==> config.mk <==
export PLATFORM = sky130hd
export DESIGN_NAME = presc_top
export DESIGN_NICKNAME = d
export VERILOG_FILES = /design/src/presc_pkg.sv /design/src/presc_retry.sv /design/src/presc_silence.sv /design/src/presc_top.sv
export SDC_FILE = /design/constraint.sdc
export NUM_CORES = 1
export LEC_CHECK = 0
export ABC_CLOCK_PERIOD_IN_PS = 2200
export BUFFER_PORTS_ARGS = -buffer_cell sky130_fd_sc_hd__buf_2
export CORE_ASPECT_RATIO = 0.75
export CORE_UTILIZATION = 55
export DETAILED_ROUTE_END_ITERATION = 6
export PLACE_DENSITY = 0.76
export SYNTH_ARGS = -nofsm -noshare
export SYNTH_HDL_FRONTEND = slang
export SYNTH_SLANG_ARGS = --single-unit
==> constraint.sdc <==
create_clock -name pclk -period 2.2 [get_ports pclk]
set_input_delay 0.44 -clock pclk [delete_from_list [all_inputs] [get_ports pclk]]
set_output_delay 0.44 -clock pclk [all_outputs]
set_load 0.01 [all_outputs]
==> src/presc_pkg.sv <==
package presc_pkg;

    // Port count and bus geometry
    localparam int          NUM_PORTS   = 4;
    localparam int          ADDR_W      = 8;
    localparam int          DATA_W      = 32;
    localparam int          PORT_STRIDE = 16;

    // Per-port register offsets, relative to the port base
    localparam logic [7:0]  OFS_CTL     = 8'h00;
    localparam logic [7:0]  OFS_SIL     = 8'h04;
    localparam logic [7:0]  OFS_MCAST   = 8'h08;
    localparam logic [7:0]  OFS_ERRDET  = 8'h0c;

    // Block-wide interrupt registers
    localparam logic [7:0]  OFS_IRQ_STAT = 8'h40;
    localparam logic [7:0]  OFS_IRQ_MASK = 8'h44;

    // Port control field positions
    localparam int          CTL_RETRY_EN_BIT  = 17;
    localparam int          CTL_RETRY_ERR_BIT = 16;
    localparam int          CTL_THR_LSB       = 8;
    localparam int          THR_W             = 8;
    localparam int          CTL_IRQ_EN_BIT    = 7;
    localparam int          CTL_IRQ_ERR_BIT   = 6;
    localparam logic [7:0]  CTL_THR_RESET     = 8'h00;

    // Silence duration field
    localparam int          SIL_LSB   = 28;
    localparam int          SIL_W     = 4;
    localparam logic [3:0]  SIL_RESET = 4'hb;

    // Error detect mirror bit
    localparam int          ERRDET_RETRY_BIT = 20;

    // Interrupt status layout: retry reports, then silence ends
    localparam int          IRQ_RETRY_LSB  = 0;
    localparam int          IRQ_SILDONE_LSB = NUM_PORTS;
    localparam int          IRQ_W          = 2 * NUM_PORTS;

    // Timing, in picoseconds, and the cycle counts derived from it
    localparam int          CLK_PERIOD_PS     = 10000;
    localparam int          SILENCE_UNIT_PS   = 13100000;
    localparam int          SILENCE_DEBUG_PS  = 64000;
    localparam int          SILENCE_UNIT_CYC  = SILENCE_UNIT_PS / CLK_PERIOD_PS;
    localparam int          SILENCE_DEBUG_CYC =
        (SILENCE_DEBUG_PS + CLK_PERIOD_PS - 1) / CLK_PERIOD_PS;

    typedef enum logic [2:0] {
        SIL_IDLE  = 3'b001,
        SIL_DEBUG = 3'b010,
        SIL_RUN   = 3'b100
    } presc_sil_state_e;

endpackage : presc_pkg

==> src/presc_retry.sv <==
module presc_retry #(
    parameter int CNT_W = presc_pkg::THR_W
) (
    // Clock and reset
    input  wire logic             pclk,
    input  wire logic             presetn,
    // Link events
    input  wire logic             retry_rsp,
    input  wire logic             pkt_accepted,
    // Programmed threshold and result
    input  wire logic [CNT_W-1:0] threshold,
    output logic                  limit_hit
);

    logic [CNT_W-1:0] cnt;
    logic [CNT_W-1:0] next_cnt;
    logic [CNT_W-1:0] cnt_inc;

    always_comb begin
        // Saturate so a stuck partner cannot wrap back under the limit
        cnt_inc   = (cnt == '1) ? cnt : CNT_W'(cnt + 1'b1);
        next_cnt  = cnt;
        limit_hit = 1'b0;
        if (pkt_accepted) begin
            next_cnt = '0;
        end else if (retry_rsp) begin
            next_cnt  = cnt_inc;
            limit_hit = (threshold != '0) && (cnt_inc == threshold) && (cnt_inc != cnt);
        end
    end

    always_ff @(posedge pclk or negedge presetn) begin
        if (!presetn) begin
            cnt <= '0;
        end else begin
            cnt <= next_cnt;
        end
    end

    a_thr_zero_off: assert property (@(posedge pclk) disable iff (!presetn)
        threshold == '0 |-> !limit_hit)
        else $error("retry limit flagged with zero threshold");

    a_count_clear: assert property (@(posedge pclk) disable iff (!presetn)
        pkt_accepted |=> cnt == '0)
        else $error("retry count not cleared on acceptance");

    a_hit_count: assert property (@(posedge pclk) disable iff (!presetn)
        limit_hit |=> cnt == $past(threshold))
        else $error("retry limit flagged at wrong count");

endmodule : presc_retry

==> src/presc_silence.sv <==
module presc_silence #(
    parameter int UNIT_CYCLES  = presc_pkg::SILENCE_UNIT_CYC,
    parameter int DEBUG_CYCLES = presc_pkg::SILENCE_DEBUG_CYC
) (
    // Clock and reset
    input  wire logic                          pclk,
    input  wire logic                          presetn,
    // Control
    input  wire logic                          start,
    input  wire logic [presc_pkg::SIL_W-1:0]   code,
    // Status
    output logic                               silent,
    output logic                               done
);

    localparam int DIV_W = $clog2((UNIT_CYCLES > DEBUG_CYCLES ? UNIT_CYCLES : DEBUG_CYCLES) + 1);

    presc_pkg::presc_sil_state_e        state;
    presc_pkg::presc_sil_state_e        next_state;
    logic [DIV_W-1:0]                   div;
    logic [DIV_W-1:0]                   next_div;
    logic [presc_pkg::SIL_W-1:0]        units;
    logic [presc_pkg::SIL_W-1:0]        next_units;
    logic [presc_pkg::SIL_W-1:0]        code_l;
    logic [presc_pkg::SIL_W-1:0]        next_code_l;
    logic                               next_silent;
    logic                               next_done;
    logic                               tick;

    always_comb begin
        next_state  = state;
        next_div    = div;
        next_units  = units;
        next_code_l = code_l;
        next_silent = silent;
        next_done   = 1'b0;
        tick        = (div == DIV_W'(UNIT_CYCLES - 1));
        unique case (state)
            presc_pkg::SIL_IDLE: begin
                // Code is latched so a rewrite cannot stretch a running period
                if (start) begin
                    next_code_l = code;
                    next_div    = '0;
                    next_units  = '0;
                    next_silent = 1'b1;
                    next_state  = (code == '0) ? presc_pkg::SIL_DEBUG : presc_pkg::SIL_RUN;
                end
            end
            presc_pkg::SIL_DEBUG: begin
                next_div = DIV_W'(div + 1'b1);
                if (div == DIV_W'(DEBUG_CYCLES - 1)) begin
                    next_state  = presc_pkg::SIL_IDLE;
                    next_silent = 1'b0;
                    next_done   = 1'b1;
                end
            end
            presc_pkg::SIL_RUN: begin
                next_div = tick ? '0 : DIV_W'(div + 1'b1);
                if (tick) begin
                    next_units = presc_pkg::SIL_W'(units + 1'b1);
                    if (units == presc_pkg::SIL_W'(code_l - 1'b1)) begin
                        next_state  = presc_pkg::SIL_IDLE;
                        next_silent = 1'b0;
                        next_done   = 1'b1;
                    end
                end
            end
            default: begin
                next_state  = presc_pkg::SIL_IDLE;
                next_silent = 1'b0;
            end
        endcase
    end

    always_ff @(posedge pclk or negedge presetn) begin
        if (!presetn) begin
            state  <= presc_pkg::SIL_IDLE;
            div    <= '0;
            units  <= '0;
            code_l <= '0;
            silent <= 1'b0;
            done   <= 1'b0;
        end else begin
            state  <= next_state;
            div    <= next_div;
            units  <= next_units;
            code_l <= next_code_l;
            silent <= next_silent;
            done   <= next_done;
        end
    end

    // Helper: length of the current silent period
    logic [31:0] len;
    always_ff @(posedge pclk or negedge presetn) begin
        if (!presetn) begin
            len <= '0;
        end else begin
            len <= silent ? len + 32'h1 : '0;
        end
    end

    a_silence_len: assert property (@(posedge pclk) disable iff (!presetn)
        $fell(silent) |-> len == ((code_l == '0) ? 32'(DEBUG_CYCLES)
                                                 : 32'(code_l) * 32'(UNIT_CYCLES)))
        else $error("silent period has wrong length");

endmodule : presc_silence

==> src/presc_top.sv <==
// Chosen here: the register addresses and the APB slave port.
module presc_top #(
    parameter int SILENCE_UNIT_CYCLES = presc_pkg::SILENCE_UNIT_CYC,
    parameter int DEBUG_CYCLES        = presc_pkg::SILENCE_DEBUG_CYC
) (
    // Clock and reset
    input  wire logic                              pclk,
    input  wire logic                              presetn,
    // APB slave
    input  wire logic                              psel,
    input  wire logic                              penable,
    input  wire logic                              pwrite,
    input  wire logic [presc_pkg::ADDR_W-1:0]      paddr,
    input  wire logic [presc_pkg::DATA_W-1:0]      pwdata,
    output logic      [presc_pkg::DATA_W-1:0]      prdata,
    output logic                                   pready,
    output logic                                   pslverr,
    // Link events, one bit per port
    input  wire logic [presc_pkg::NUM_PORTS-1:0]   retry_rsp,
    input  wire logic [presc_pkg::NUM_PORTS-1:0]   pkt_accepted,
    input  wire logic [presc_pkg::NUM_PORTS-1:0]   silence_start,
    // Per-port outputs
    output logic      [presc_pkg::NUM_PORTS-1:0]   port_write_req,
    output logic      [presc_pkg::NUM_PORTS-1:0]   port_irq,
    output logic      [presc_pkg::NUM_PORTS-1:0]   mcast_symbol_req,
    output logic      [presc_pkg::NUM_PORTS-1:0]   port_silent,
    // Block interrupt
    output logic                                   irq
);

    localparam int NP = presc_pkg::NUM_PORTS;
    localparam int DW = presc_pkg::DATA_W;
    localparam int IW = presc_pkg::IRQ_W;

    // Port control fields
    logic [NP-1:0]                     retry_en;
    logic [NP-1:0]                     retry_err;
    logic [NP-1:0]                     irq_en;
    logic [NP-1:0]                     irq_err;
    logic [NP-1:0]                     errdet_retry;
    logic [presc_pkg::THR_W-1:0]       retry_limit_threshold [NP];
    logic [presc_pkg::SIL_W-1:0]       sil_code [NP];
    logic [NP-1:0]                     next_retry_en;
    logic [NP-1:0]                     next_retry_err;
    logic [NP-1:0]                     next_irq_en;
    logic [NP-1:0]                     next_irq_err;
    logic [NP-1:0]                     next_errdet_retry;
    logic [presc_pkg::THR_W-1:0]       next_thr [NP];
    logic [presc_pkg::SIL_W-1:0]       next_sil_code [NP];
    logic [NP-1:0]                     next_port_write_req;
    logic [NP-1:0]                     next_port_irq;
    logic [NP-1:0]                     next_mcast;

    // Block interrupt state
    logic [IW-1:0]                     irq_stat;
    logic [IW-1:0]                     irq_mask;
    logic [IW-1:0]                     next_irq_stat;
    logic [IW-1:0]                     next_irq_mask;
    logic                              next_irq;

    // Bus state
    logic [DW-1:0]                     next_prdata;
    logic                              next_pready;
    logic                              next_pslverr;

    // Decode and events
    logic                              setup;
    logic                              wr_en;
    logic [NP-1:0]                     hit_ctl;
    logic [NP-1:0]                     hit_sil;
    logic [NP-1:0]                     hit_mc;
    logic [NP-1:0]                     hit_err;
    logic                              hit_stat;
    logic                              hit_mask;
    logic                              mapped;
    logic [DW-1:0]                     rd_data;
    logic [NP-1:0]                     limit_hit;
    logic [NP-1:0]                     sil_done;

    // Per-port detectors and timers
    for (genvar g = 0; g < NP; g++) begin : g_port
        presc_retry #(
            .CNT_W (presc_pkg::THR_W)
        ) u_retry (
            .pclk         (pclk),
            .presetn      (presetn),
            .retry_rsp    (retry_rsp[g]),
            .pkt_accepted (pkt_accepted[g]),
            .threshold    (retry_limit_threshold[g]),
            .limit_hit    (limit_hit[g])
        );
        presc_silence #(
            .UNIT_CYCLES  (SILENCE_UNIT_CYCLES),
            .DEBUG_CYCLES (DEBUG_CYCLES)
        ) u_silence (
            .pclk    (pclk),
            .presetn (presetn),
            .start   (silence_start[g]),
            .code    (sil_code[g]),
            .silent  (port_silent[g]),
            .done    (sil_done[g])
        );
    end

    // Address decode and read mux
    always_comb begin
        setup    = psel && !penable;
        wr_en    = psel && penable && pready && pwrite;
        hit_stat = (paddr == presc_pkg::OFS_IRQ_STAT);
        hit_mask = (paddr == presc_pkg::OFS_IRQ_MASK);
        rd_data  = '0;
        if (hit_stat) begin
            rd_data[IW-1:0] = irq_stat;
        end
        if (hit_mask) begin
            rd_data[IW-1:0] = irq_mask;
        end
        for (int p = 0; p < NP; p++) begin
            hit_ctl[p] = (paddr == 8'(p * presc_pkg::PORT_STRIDE) + presc_pkg::OFS_CTL);
            hit_sil[p] = (paddr == 8'(p * presc_pkg::PORT_STRIDE) + presc_pkg::OFS_SIL);
            hit_mc[p]  = (paddr == 8'(p * presc_pkg::PORT_STRIDE) + presc_pkg::OFS_MCAST);
            hit_err[p] = (paddr == 8'(p * presc_pkg::PORT_STRIDE) + presc_pkg::OFS_ERRDET);
            if (hit_ctl[p]) begin
                rd_data[presc_pkg::CTL_RETRY_EN_BIT]  = retry_en[p];
                rd_data[presc_pkg::CTL_RETRY_ERR_BIT] = retry_err[p];
                rd_data[presc_pkg::CTL_THR_LSB +: presc_pkg::THR_W] = retry_limit_threshold[p];
                rd_data[presc_pkg::CTL_IRQ_EN_BIT]    = irq_en[p];
                rd_data[presc_pkg::CTL_IRQ_ERR_BIT]   = irq_err[p];
            end
            if (hit_sil[p]) begin
                rd_data[presc_pkg::SIL_LSB +: presc_pkg::SIL_W] = sil_code[p];
            end
            if (hit_err[p]) begin
                rd_data[presc_pkg::ERRDET_RETRY_BIT] = errdet_retry[p];
            end
        end
        // Multicast request register reads as zero
        mapped = hit_stat || hit_mask || (|hit_ctl) || (|hit_sil) || (|hit_mc) || (|hit_err);
    end

    // APB answer: prepared in setup, so access completes without wait states
    always_comb begin
        next_pready  = setup;
        next_pslverr = setup && !mapped;
        next_prdata  = (setup && !pwrite) ? rd_data : '0;
    end

    // Port register next values
    always_comb begin
        next_retry_en       = retry_en;
        next_retry_err      = retry_err;
        next_irq_en         = irq_en;
        next_irq_err        = irq_err;
        next_errdet_retry   = errdet_retry;
        next_thr            = retry_limit_threshold;
        next_sil_code       = sil_code;
        next_port_write_req = '0;
        next_mcast          = '0;
        for (int p = 0; p < NP; p++) begin
            if (wr_en && hit_ctl[p]) begin
                next_retry_en[p] = pwdata[presc_pkg::CTL_RETRY_EN_BIT];
                next_thr[p]      = pwdata[presc_pkg::CTL_THR_LSB +: presc_pkg::THR_W];
                next_irq_en[p]   = pwdata[presc_pkg::CTL_IRQ_EN_BIT];
                if (pwdata[presc_pkg::CTL_RETRY_ERR_BIT]) begin
                    next_retry_err[p] = 1'b0;
                end
                if (pwdata[presc_pkg::CTL_IRQ_ERR_BIT]) begin
                    next_irq_err[p] = 1'b0;
                end
            end
            if (wr_en && hit_err[p]) begin
                next_errdet_retry[p] = pwdata[presc_pkg::ERRDET_RETRY_BIT];
                if (pwdata == '0) begin
                    next_retry_err[p] = 1'b0;
                end
            end
            if (wr_en && hit_sil[p]) begin
                next_sil_code[p] = pwdata[presc_pkg::SIL_LSB +: presc_pkg::SIL_W];
            end
            // Data is ignored; the write itself is the request
            next_mcast[p] = wr_en && hit_mc[p];
            // Set after clear so a same-cycle event is not lost
            if (limit_hit[p]) begin
                next_retry_err[p]    = 1'b1;
                next_errdet_retry[p] = 1'b1;
                if (retry_en[p]) begin
                    next_port_write_req[p] = 1'b1;
                    next_irq_err[p]        = 1'b1;
                end
            end
        end
        next_port_irq = next_irq_err & next_irq_en;
    end

    // Block status, mask and interrupt line
    always_comb begin
        next_irq_stat = irq_stat;
        next_irq_mask = irq_mask;
        if (wr_en && hit_stat) begin
            next_irq_stat = irq_stat & ~pwdata[IW-1:0];
        end
        if (wr_en && hit_mask) begin
            next_irq_mask = pwdata[IW-1:0];
        end
        next_irq_stat[presc_pkg::IRQ_RETRY_LSB +: NP] =
            next_irq_stat[presc_pkg::IRQ_RETRY_LSB +: NP] | (limit_hit & retry_en);
        next_irq_stat[presc_pkg::IRQ_SILDONE_LSB +: NP] =
            next_irq_stat[presc_pkg::IRQ_SILDONE_LSB +: NP] | sil_done;
        next_irq = |(next_irq_stat & next_irq_mask);
    end

    always_ff @(posedge pclk or negedge presetn) begin
        if (!presetn) begin
            retry_en              <= '0;
            retry_err             <= '0;
            irq_en                <= '0;
            irq_err               <= '0;
            errdet_retry          <= '0;
            retry_limit_threshold <= '{default: presc_pkg::CTL_THR_RESET};
            sil_code              <= '{default: presc_pkg::SIL_RESET};
            port_write_req        <= '0;
            port_irq              <= '0;
            mcast_symbol_req      <= '0;
            irq_stat              <= '0;
            irq_mask              <= '0;
            irq                   <= 1'b0;
            prdata                <= '0;
            pready                <= 1'b0;
            pslverr               <= 1'b0;
        end else begin
            retry_en              <= next_retry_en;
            retry_err             <= next_retry_err;
            irq_en                <= next_irq_en;
            irq_err               <= next_irq_err;
            errdet_retry          <= next_errdet_retry;
            retry_limit_threshold <= next_thr;
            sil_code              <= next_sil_code;
            port_write_req        <= next_port_write_req;
            port_irq              <= next_port_irq;
            mcast_symbol_req      <= next_mcast;
            irq_stat              <= next_irq_stat;
            irq_mask              <= next_irq_mask;
            irq                   <= next_irq;
            prdata                <= next_prdata;
            pready                <= next_pready;
            pslverr               <= next_pslverr;
        end
    end

    for (genvar g = 0; g < NP; g++) begin : g_chk
        a_retry_set: assert property (@(posedge pclk) disable iff (!presetn)
            limit_hit[g] |=> retry_err[g] && errdet_retry[g])
            else $error("retry limit not flagged");

        a_retry_sticky: assert property (@(posedge pclk) disable iff (!presetn)
            retry_err[g] && !(wr_en && hit_ctl[g] && pwdata[presc_pkg::CTL_RETRY_ERR_BIT])
                && !(wr_en && hit_err[g] && pwdata == '0) |=> retry_err[g])
            else $error("retry flag dropped without clear");

        a_errdet_zero: assert property (@(posedge pclk) disable iff (!presetn)
            wr_en && hit_err[g] && pwdata == '0 && !limit_hit[g] |=> !retry_err[g])
            else $error("zero error detect write did not clear flag");

        a_report_on: assert property (@(posedge pclk) disable iff (!presetn)
            limit_hit[g] && retry_en[g] |=> port_write_req[g] && irq_err[g] ##1 !port_write_req[g])
            else $error("enabled retry error not reported");

        a_report_off: assert property (@(posedge pclk) disable iff (!presetn)
            limit_hit[g] && !retry_en[g] && !irq_err[g] |=> !port_write_req[g] && !irq_err[g])
            else $error("disabled retry error reported");

        a_port_irq: assert property (@(posedge pclk) disable iff (!presetn)
            port_irq[g] == (irq_err[g] && irq_en[g]))
            else $error("port interrupt does not follow status and enable");

        a_irq_sticky: assert property (@(posedge pclk) disable iff (!presetn)
            irq_err[g] && !(wr_en && hit_ctl[g] && pwdata[presc_pkg::CTL_IRQ_ERR_BIT]) |=> irq_err[g])
            else $error("interrupt status dropped without clear");

        a_mcast_pulse: assert property (@(posedge pclk) disable iff (!presetn)
            wr_en && hit_mc[g] |=> mcast_symbol_req[g] ##1 !mcast_symbol_req[g])
            else $error("multicast request not a single pulse");
    end

    a_mcast_reads_zero: assert property (@(posedge pclk) disable iff (!presetn)
        setup && !pwrite && (|hit_mc) |=> pready && prdata == '0 && !pslverr)
        else $error("multicast request register read not zero");

    a_irq_line: assert property (@(posedge pclk) disable iff (!presetn)
        irq == |(irq_stat & irq_mask))
        else $error("interrupt line disagrees with status and mask");

endmodule : presc_top

==> results of run 1 <==
-- kinds of logic (layout without fill, tap and decap cells) --
logic type	Yosys count	count (layout)	share of synthesized area, %
other	1	15	0.0279
adder cells (fa/ha/maj)	24	24	2.24
flip-flops	250	250	46.7
AND/OR/NAND/NOR	556	556	21.0
multiplexers	81	81	6.75
XOR/XNOR	105	105	6.85
AO/OA/AOI/OAI	254	254	12.6
buffers and inverters	118	360	3.84
-- state kept, by name, summed over array words and instances (netlist names), 12 cells and up --
name                     cells
sil_code                    16
retry_limit_threshold       32
g_port.u_silence.units      16
g_port.u_retry.cnt          32
g_port.u_silence.div        44
g_port.u_silence.code_l     16
prdata                      23
g_port.u_silence.state      12
-- what timing repair did --
item / CTS / global route
pin swaps: 5 / 30
resized for setup: 22 / 63
setup buffers: 1 / 7
hold endpoints to repair: 50 / 0
hold buffers: 1 / 0
endpoints found under the setup margin: 23 / 49
-- cells in the final DEF (no fill, tap or decap), types with 7 or more instances in the layout --
master,synthesis,final
and3_1,25,22
or3_1,11,10
dfstp_2,16,16
and4_1,10,8
conb_1,1,9
nand4_1,31,31
nor4_1,36,32
a22oi_1,37,33
xor2_1,59,58
clkbuf_16,0,26
a21oi_1,65,65
and2_1,12,10
buf_2,1,97
nor2b_1,20,20
inv_1,41,40
o32ai_1,7,7
mux2_2,64,64
nand2b_1,16,15
o211ai_1,9,9
xnor2_1,46,44
mux2i_1,16,16
buf_4,13,162
dfrtp_1,234,230
o21ai_0,52,51
nand2_1,118,115
nor2_1,150,147
clkinv_2,0,8
nor3_1,25,20
nand3_1,62,56
ha_1,24,19
-- worst max-delay path, stage by stage, from the launching register on --
cell      delay, ns
dfrtp_1        0.39
ha_4           0.15
and2_1         0.24
nand3_2        0.14
a311o_1        0.42
nand2_1        0.13
nor4_4         0.04
buf_4          0.15
a221oi_2       0.26
o221ai_1       0.14
-- how the worst min path moves through the flow --
stage             from                        end  slack, ns  cells past startpoint
4_1_cts        penable                     pready       0.09                      2
5_1_grt        penable                     pready       0.11                      2
3_3_place_gp   presetn  retry_limit_threshold[16]       0.44                      1
6_report       penable                     pready       0.10                      2
3_5_place_dp   presetn  retry_limit_threshold[19]       0.44                      1
2_1_floorplan  presetn            errdet_retry[0]       0.14                      0
-- Yosys cell counts, types with 4 or more instances --
cell type / instances / area [µm²]
dfrtp_1: 234 / 5860
nor2_1: 150 / 563
nand2_1: 118 / 443
a21oi_1: 65 / 325
mux2_2: 64 / 721
nand3_1: 62 / 310
xor2_1: 59 / 517
clkbuf_1: 54 / 203
o21ai_0: 52 / 260
xnor2_1: 46 / 403
inv_1: 41 / 154
a22oi_1: 37 / 278
nor4_1: 36 / 225
nand4_1: 31 / 194
and3_1: 25 / 156
nor3_1: 25 / 125
ha_1: 24 / 300
nor2b_1: 20 / 125
dfstp_2: 16 / 420
mux2i_1: 16 / 160
nand2b_1: 16 / 100
buf_4: 13 / 97.6
and2_1: 12 / 75.1
or3_1: 11 / 68.8
and4_1: 10 / 87.6
o211ai_1: 9 / 67.6
a221oi_1: 7 / 61.3
o2111ai_1: 7 / 61.3
o32ai_1: 7 / 61.3
a21boi_0: 6 / 45.0
a31oi_1: 6 / 37.5
buf_1: 6 / 22.5
o31ai_1: 6 / 45.0
or2_2: 6 / 37.5
or4_1: 6 / 45.0
a211oi_1: 5 / 37.5
a311oi_1: 5 / 43.8
a21o_1: 4 / 30.0
nand3b_1: 4 / 30.0
nand4b_1: 4 / 35.0
nor3b_1: 4 / 30.0
o31a_1: 4 / 35.0
-- final cells by class --
| cell class | count | area [µm²] |
|---|---|---|
| fill | 1779 | 7240 |
| multi-input combinational | 1029 | 7090 |
| sequential | 250 | 6280 |
| timing repair buffer | 272 | 1900 |
| clock buffer | 32 | 713 |
| tap | 331 | 414 |
| clock inverter | 15 | 170 |
| inverter | 41 | 154 |
| antenna | 6 | 15.0 |
-- metal layers --
metal | track usage [%] | vias up | part of all wire, % | wire length [µm]
li1 | - | 5439 | - | -
met3 | 5.29 | 73 | 8.2 | 2960
met2 | 44.4 | 494 | 45 | 16400
met1 | 41.7 | 5748 | 44 | 15900
met4 | 7.94 | 2 | 2.3 | 847
met5 | 0 | - | 0.036 | 13
-- power by group through the flow --
| stage | clock (mW) | combinational [mW] | sequential (mW) |
|---|---|---|---|
| 3_3_place_gp | 0 | 1.65 | 5.22 |
| 4_1_cts | 4.61 | 1.74 | 5.16 |
| 2_1_floorplan | 0 | 1.21 | 5.08 |
| 3_5_place_dp | 0 | 1.71 | 5.24 |
| 5_1_grt | 4.80 | 2.00 | 5.22 |
| 6_report | 4.56 | 1.79 | 5.18 |
==> run metrics, run 1 <==
residual DRC count 0; clock sink total 250; Die W 182 µm; peak supply drop 0.779 mV; Critical Path RT between 2 and 3 ns; WL/cell 18.3 µm; Area Overhead vs Synth 24.6%; setup ws final ~0.004 ns; grt ovf 0; WL final 36,100 µm; DP Wirelength between 20,000 and 30,000 µm; R2R Setup Slk 0.004 ns; RSZ-0062 raised after global routing true; Max Cap Viol 0; Final Cycle Share 99.8%; worst slew pin tran about 0.63 ns; area of the mapped netlist 13,400 µm²; CP Launch Type flip-flop; status finished, final reports clean; average size of a mapped cell 9.67 µm²; combinational power share 15.5%; Initial DRC Count 1,093; top_reg_cell synth dfrtp_1; root buf cell clkbuf_16; Final Util 69.8%; Rows 49; dpl ws -0.465 ns; Seq/Total Area, Yosys 46.7%; Int Power 8.27 mW; Yosys cell types 79; CTS max path bufs 3; GRT Total Usage between 20% and 30%; antenna-violating nets left 0; Final GP Congestion 0.979; Psw 3.26 mW; die area 25,100 µm²; FMAX 455 MHz; Clk Latency, worst-skew pair between 0.5 and 0.6 ns; worst-path fanout max 4; reg2reg end irq; Boundary Pins around 110; CP endpoint kind flip-flop; Setup Crit Path Kind flip-flop to flip-flop; Core ar. 24,000 µm²; Max Clock Skew 0.0149 ns; CTS Buf Count 26; placed cells 1,917; Hold Slack 0.103 ns; first-pass GRT wire length 57,300 µm; drt first pass iters 7; Placement Cell Area 15,400 µm²; worst hold path type input port to flip-flop; Starting Density 56.0%; I/O Buffers 98; CP arrival 2.61 ns; clock share of power 39.6%; P per Cell Area between 600 and 700 nW/µm²; Syn Inst Count 1,389; Slew headroom 58.1%; Reg clk slew, reported paths 0.07 ns; CTS tree done; fin area 16,700 µm²; crit path to irq; largest net degree at the start of global routing 65; initial antenna violation count 6; via count 11,800; layout cell share with drive strength beyond 1 29.6%; Ys Warns 0; EDFF count, synth 0; Final Hold Vio Count 0; P_leak slightly below 8 nW; Non-Filler Instances 1,976; final setup TNS 0 ns; Worst Setup SP g_port[3].u_retry.cnt[1]; die height 137 µm; post-layout power 11.5 mW; Nets 1,701; reg2reg path depth 9; Synth async-reset ratio 100%; setup violators final 0; vias in the first global route about 11,000; Synth Register Bits 250; final worst path period need approximately 2.2 ns; Critical R2R Launch g_port[3].u_retry.cnt[1]; Sw Ratio 28.3%; Flop pwr share 44.9%; post-detailed-route via-to-cell ratio 5.95; H-tree levels 1; pins over their slew limit 0
Note: power is estimated with default switching activity, not from simulation.
==> run 2: changes to the inputs <==
- REMOVE_ABC_BUFFERS: default -> 1
==> run 2 against run 1 <==
Net effect:
- hold slack gained 0.11 ns
- design area shrank 1.5%
- fmax fell by 0.94%
- critical endpoint unchanged
- sequential share of layout area up 0.54 points
- combinational power hardly changed
- global-route usage decreased by 0.14 points
- routed wire length shrank 2.2%
- the flow now finishes with violations (negative setup slack)
- first-iteration DRC count fell by 31%
- register-to-register slack worse by 0.02 ns
- non-clock buffer count decreased by 10
- sequential power hardly changed
- utilization shrank 1.0 points
==> run metrics, run 2 (same netlist as run 1, synthesis figures left out) <==
status finished, violations left; failing checks negative setup slack; Hold Path Sink g_port[1].u_silence.state[1]; drt first pass iters 5 (-2); Critical R2R Launch g_port[3].u_retry.cnt[4]; Worst Path Buf+Inv 1 (unchanged); RSZ-0062 raised after global routing true; Slew headroom 56.1% (-2.1 points); Starting Density 56.0% (unchanged); Critical Path RT 2.60 ns (about the same); Die W 182 µm (unchanged); Area Overhead vs Synth 22.8%; Largest register FFs 44 (unchanged); reg2reg end irq; CTS Buf Count 25 (-3.8%); post-layout power 11.3 mW (-2.3%); grt ovf 0 (unchanged); Biggest register g_port.u_silence.div; Nets 1,690 (-0.65%); DP Wirelength 25,900 µm (-0.78%); Initial DRC Count 759 (-31%); residual DRC count 0 (unchanged); Rows 49 (unchanged); initial antenna violation count 5 (-1); WL/cell 18.0 µm (-1.6%); final setup TNS -0.0170 ns (-0.0170 ns); fin area 16,500 µm² (-1.5%); root buf cell clkbuf_16; Worst path slowest cell a311o_1; Max Clock Skew 0.0161 ns (+0.00115 ns); CP endpoint kind flip-flop; Clk Latency, worst-skew pair 0.54 ns (about the same); antenna-violating nets left 0 (unchanged); worst slew pin tran 0.657 ns (+0.0307 ns); Max Cap Viol 0 (unchanged); CTS max path bufs 3 (unchanged); CP arrival 2.62 ns (about the same); peak supply drop 0.720 mV (-7.6%); CP Launch Type flip-flop; most frequent cells in the layout 231 x dfrtp_1, 156 x buf_4, 146 x nor2_1, 118 x nand2_1, 97 x buf_2; final worst path period need 2.22 ns (+0.0209 ns); setup ws final -0.0170 ns (-0.0209 ns); Boundary Pins 108 (unchanged); layout cell share with drive strength beyond 1 28.1% (-1.5 points); FMAX 451 MHz (-0.94%); P per Cell Area 684 nW/µm² (-0.83%); fillcell total 1,841 (+3.5%); R2R Setup Slk -0.02 ns (-0.02 ns); via count 11,500 (-2.0%); first-pass GRT wire length 57,200 µm (-0.14%); Core ar. 24,000 µm² (unchanged); vias in the first global route 11,000 (-0.41%); WL final 35,300 µm (-2.2%); Setup Crit Path Kind flip-flop to flip-flop; Largest regs g_port.u_silence.div (44), g_port.u_retry.cnt (32), retry_limit_threshold (32); clock sink total 250 (unchanged); GRT Total Usage 28.6% (-0.14 points); CTS tree done; die area 25,100 µm² (unchanged); Final Cycle Share 101% (+0.95 points); delay-heaviest family, CP compound AO/OA/AOI/OAI gates; commonest non-fill, non-tap cell in the layout dfrtp_1; Reg clk slew, reported paths 0.07 ns (about the same); worst hold path type input port to flip-flop; post-detailed-route via-to-cell ratio 5.87 (-1.4%); largest net degree at the start of global routing 48 (-26%); CP Cell Sequence and4_2, nand3_1, a311o_1, nand2_1, nor4_2, buf_4, a221oi_2, o221ai_1; reg2reg path depth 8 (-1); Final GP Congestion 0.947 (-3.2%); hold path startpoint silence_start[1]; H-tree levels 1 (unchanged); I/O Buffers 98 (unchanged); crit-path max cell delay 0.45 ns (+0.03 ns); worst hold path depth 3 (+1); Placement Cell Area 15,300 µm² (-1.1%); worst-path fanout max 5 (+1); setup violators final 1 (+1); die height 137 µm (unchanged); Final Hold Vio Count 0 (unchanged); pins over their slew limit 0 (unchanged); P_leak 7.63 nW (-1.3%)
==> run 2: layout make-up <==
type / count / area [µm²] / area share [%]
tap: 331 / 414 / 2.51
timing repair buffer: 262 / 1800 / 10.9
antenna: 5 / 12.5 / 0.0759
multi-input combinational: 1029 / 7000 / 42.4
inverter: 41 / 154 / 0.933
clock buffer: 34 / 709 / 4.30
clock inverter: 12 / 123 / 0.743
sequential: 250 / 6280 / 38.1
==> run 2: how the worst max path moves through the flow <==
stage	from	end	slack (ns)	depth (start not counted)
after floorplan	paddr[1]	port_irq[3]	-0.33	5
after global placement	paddr[1]	irq	-0.47	8
after detailed placement	paddr[1]	irq	-0.55	8
after CTS	g_port[0].u_retry.cnt[0]	irq_err[0]	0.007	9
after global routing	g_port[2].u_retry.cnt[0]	port_irq[2]	-0.06	9
final	g_port[3].u_retry.cnt[4]	irq	-0.02	8
==> run 2: routing by layer <==
metal	track usage [%]	vias up	share of wire, %
li1	-	5423	-
met1	41.2	5664	45
met2	44.8	385	46
met3	5.63	46	7.1
met4	6.49	2	1.7
met5	0	-	0.031
==> run 2: worst register-to-register path: stages (launching register included) <==
cell,delay (ns)
dfrtp_1,0.43
and4_2,0.32
nand3_1,0.19
a311o_1,0.45
nand2_1,0.10
nor4_2,0.05
buf_4,0.16
a221oi_2,0.26
o221ai_1,0.14
==> run 2: report_power, final <==
group	leakage, nW	switching [mW]	internal, mW
sequential	3.38	0.310	4.86
clock	0.410	1.84	2.50
combinational	3.85	1.03	0.743
==> run 2: stage by stage <==
| step | instances | hold WS (ns) | worst slack (ns) | utilization [%] |
|---|---|---|---|---|
| after floorplan | 1320 | 0.144 | -0.328 | - |
| after global routing | 1962 | 0.203 | -0.0585 | 68.8 |
| after detailed placement | 1906 | 0.381 | -0.555 | 63.6 |
| final | 1964 | 0.210 | -0.0170 | 68.8 |
| after global placement | 1906 | 0.378 | -0.470 | 63.6 |
| after CTS | 1954 | 0.199 | 0.00700 | 67.5 |
==> run 2: timing repair <==
item,CTS,global route
hold endpoints to repair,40,0
resized for setup,22,56
hold buffers,1,0
endpoints found under the setup margin,30,33
buffers inserted,1,5
pin swaps,10,22
==> run 3: changes to the inputs <==
- CORE_UTILIZATION: 55 -> 50
- PLACE_DENSITY: 0.76 -> 0.7
==> run 3 against run 2 <==
Net effect:
- the run still ends with negative setup slack left
- critical path depth up 1
- combinational power rose by 3%
- hold slack got worse by 0.019 ns
- largest cell class unchanged
- highest routed layer unchanged
==> run metrics, run 3 (same netlist as run 1, synthesis figures left out) <==
CP endpoint kind flip-flop; worst slew pin tran 0.667 ns (+0.0106 ns); DP Wirelength 26,000 µm (+0.36%); reg2reg end irq; Boundary Pins 108 (unchanged); Final Hold Vio Count 0 (unchanged); P_leak 7.66 nW (+0.41%); CP Cell Sequence ha_2, and3_4, and3_1, or3_1, o211ai_1, nor4_1, buf_4, a221oi_2, o221ai_2; I/O Buffers 98 (unchanged); die height 144 µm (+4.8%); CTS Buf Count 25 (unchanged); Initial DRC Count 805 (+6.1%); CP Launch Type flip-flop; failing checks negative setup slack; setup violators final 1 (unchanged); CTS max path bufs 3 (unchanged); post-detailed-route via-to-cell ratio 5.77 (-1.6%); CP arrival 2.63 ns (about the same); Area Overhead vs Synth 23.5%; vias in the first global route 10,900 (-1.1%); Critical Path RT 2.61 ns (about the same); Hold Path Sink g_port[3].u_silence.state[1]; Hold Slack 0.190 ns (-0.0193 ns); peak supply drop 0.640 mV (-11%); status finished, violations left; worst-path fanout max 6 (+1); first-pass GRT wire length 56,200 µm (-1.7%); hold path startpoint silence_start[3]; GRT Total Usage 25.7% (-2.9 points); fillcell total 2,133 (+16%); Worst Setup SP g_port[2].u_retry.cnt[0]; Rows 51 (+4.1%); WL final 35,600 µm (+0.80%); pins over their slew limit 0 (unchanged); commonest non-fill, non-tap cell in the layout dfrtp_1; initial antenna violation count 6 (+1); final setup TNS -0.0141 ns (+0.00285 ns); root buf cell clkbuf_16; delay-heaviest family, CP simple AND/OR/NAND/NOR gates; antenna-violating nets left 0 (unchanged); RSZ-0062 raised after global routing true; Worst Path Buf+Inv 1 (unchanged); residual DRC count 0 (unchanged); via count 11,400 (-0.74%); Largest regs g_port.u_silence.div (44), g_port.u_retry.cnt (32), retry_limit_threshold (32); Max Clock Skew 0.0225 ns (+0.00646 ns); Setup Crit Path Kind flip-flop to flip-flop; Critical R2R Launch g_port[2].u_retry.cnt[0]; grt ovf 0 (unchanged); Clk Latency, worst-skew pair 0.54 ns (about the same); Die W 191 µm (+4.8%); worst hold path depth 3 (unchanged); largest net degree at the start of global routing 64 (+33%); P per Cell Area 684 nW/µm² (about the same); Starting Density 51.3% (-4.7 points); WL/cell 17.9 µm (-0.11%); Final Cycle Share 101% (-0.13 points); Final GP Congestion 0.950 (+0.31%); dpl ws -0.477 ns (+0.0772 ns); reg2reg path depth 9 (+1); drt first pass iters 5 (unchanged); final worst path period need 2.21 ns (-0.00285 ns); R2R Setup Slk -0.01 ns (about the same); Largest register FFs 44 (unchanged); H-tree levels 1 (unchanged); crit-path max cell delay 0.39 ns (-0.06 ns); Nets 1,697 (+0.41%); Max Cap Viol 0 (unchanged); CTS tree done; Core ar. 26,200 µm² (+9.1%); layout cell share with drive strength beyond 1 29.0% (+0.86 points); Slew headroom 55.3% (-0.71 points); worst hold path type input port to flip-flop; clock sink total 250 (unchanged); die area 27,500 µm² (+9.9%); FMAX 452 MHz (+0.13%); setup ws final -0.0141 ns (+0.00285 ns); most frequent cells in the layout 230 x dfrtp_1, 164 x buf_4, 145 x nor2_1, 115 x nand2_1, 97 x buf_2; Reg clk slew, reported paths 0.06 ns (about the same); Biggest register g_port.u_silence.div; Worst path slowest cell dfrtp_1
-- run 3: cell types whose count changed in the layout (fill, tap and decap cells not counted), sizes merged --
| cell | delta |
|---|---|
| clkinvlp | -2 |
| diode | -2 |
| clkinv | -2 |
| clkbuf | +4 |
| buf | +7 |
-- run 3: worst max-delay path by stage --
stage | end | slack [ns] | cells after the start
2_1_floorplan | port_irq[3] | -0.33 | 5
3_3_place_gp | irq | -0.44 | 8
3_5_place_dp | irq | -0.48 | 8
4_1_cts | irq_err[1] | 0.006 | 9
5_1_grt | irq | -0.10 | 9
6_report | irq | -0.01 | 9
-- run 3: area by class of cell --
class	instances	area [µm²]	area share, %
sequential	250	6280	37.9
clock buffer	38	724	4.37
antenna	3	7.51	0.0453
inverter	41	156	0.943
tap	344	430	2.60
clock inverter	8	101	0.611
timing repair buffer	269	1850	11.2
multi-input combinational	1029	7030	42.4
-- run 3: timing repair --
| action | 4_1_cts | 5_1_grt |
|---|---|---|
| hold endpoints to repair | 51 | 0 |
| endpoints found under the setup margin | 26 | 26 |
| pin swaps | 10 | 27 |
| gates resized for setup | 19 | 74 |
| setup buffers | 1 | 5 |
| hold buffers | 1 | 0 |
-- run 3: layer usage --
metal	part of all wire, %	vias up	track usage (%)
li1	-	5427	-
met1	47	5609	37.1
met2	45	348	40.3
met3	6.4	49	4.40
met4	1.8	2	5.93
met5	0.037	-	0
-- run 3: where the power goes --
part           internal [mW]  total, mW  switching, mW
Sequential              4.86       5.16          0.302
Clock                   2.51       4.36           1.85
Combinational          0.771       1.82           1.05
-- run 3: through the flow --
stage	total power, mW	std cells	utilization [%]	area, µm²
2_1_floorplan	6.15	1320	-	13100
3_3_place_gp	6.91	1926	58.6	15300
3_5_place_dp	6.96	1926	58.6	15300
4_1_cts	11.3	1974	62.1	16200
5_1_grt	11.8	1982	63.4	16600
6_report	11.3	1982	63.4	16600
-- run 3: worst register-to-register path: cells and delay by family, from the launching register on --
family | cells | cell delay, ns
buffers and inverters | 1 | 0.18
flip-flops | 1 | 0.39
AO/OA/AOI/OAI | 3 | 0.56
AND/OR/NAND/NOR | 4 | 0.79
adder cells (fa/ha/maj) | 1 | 0.19
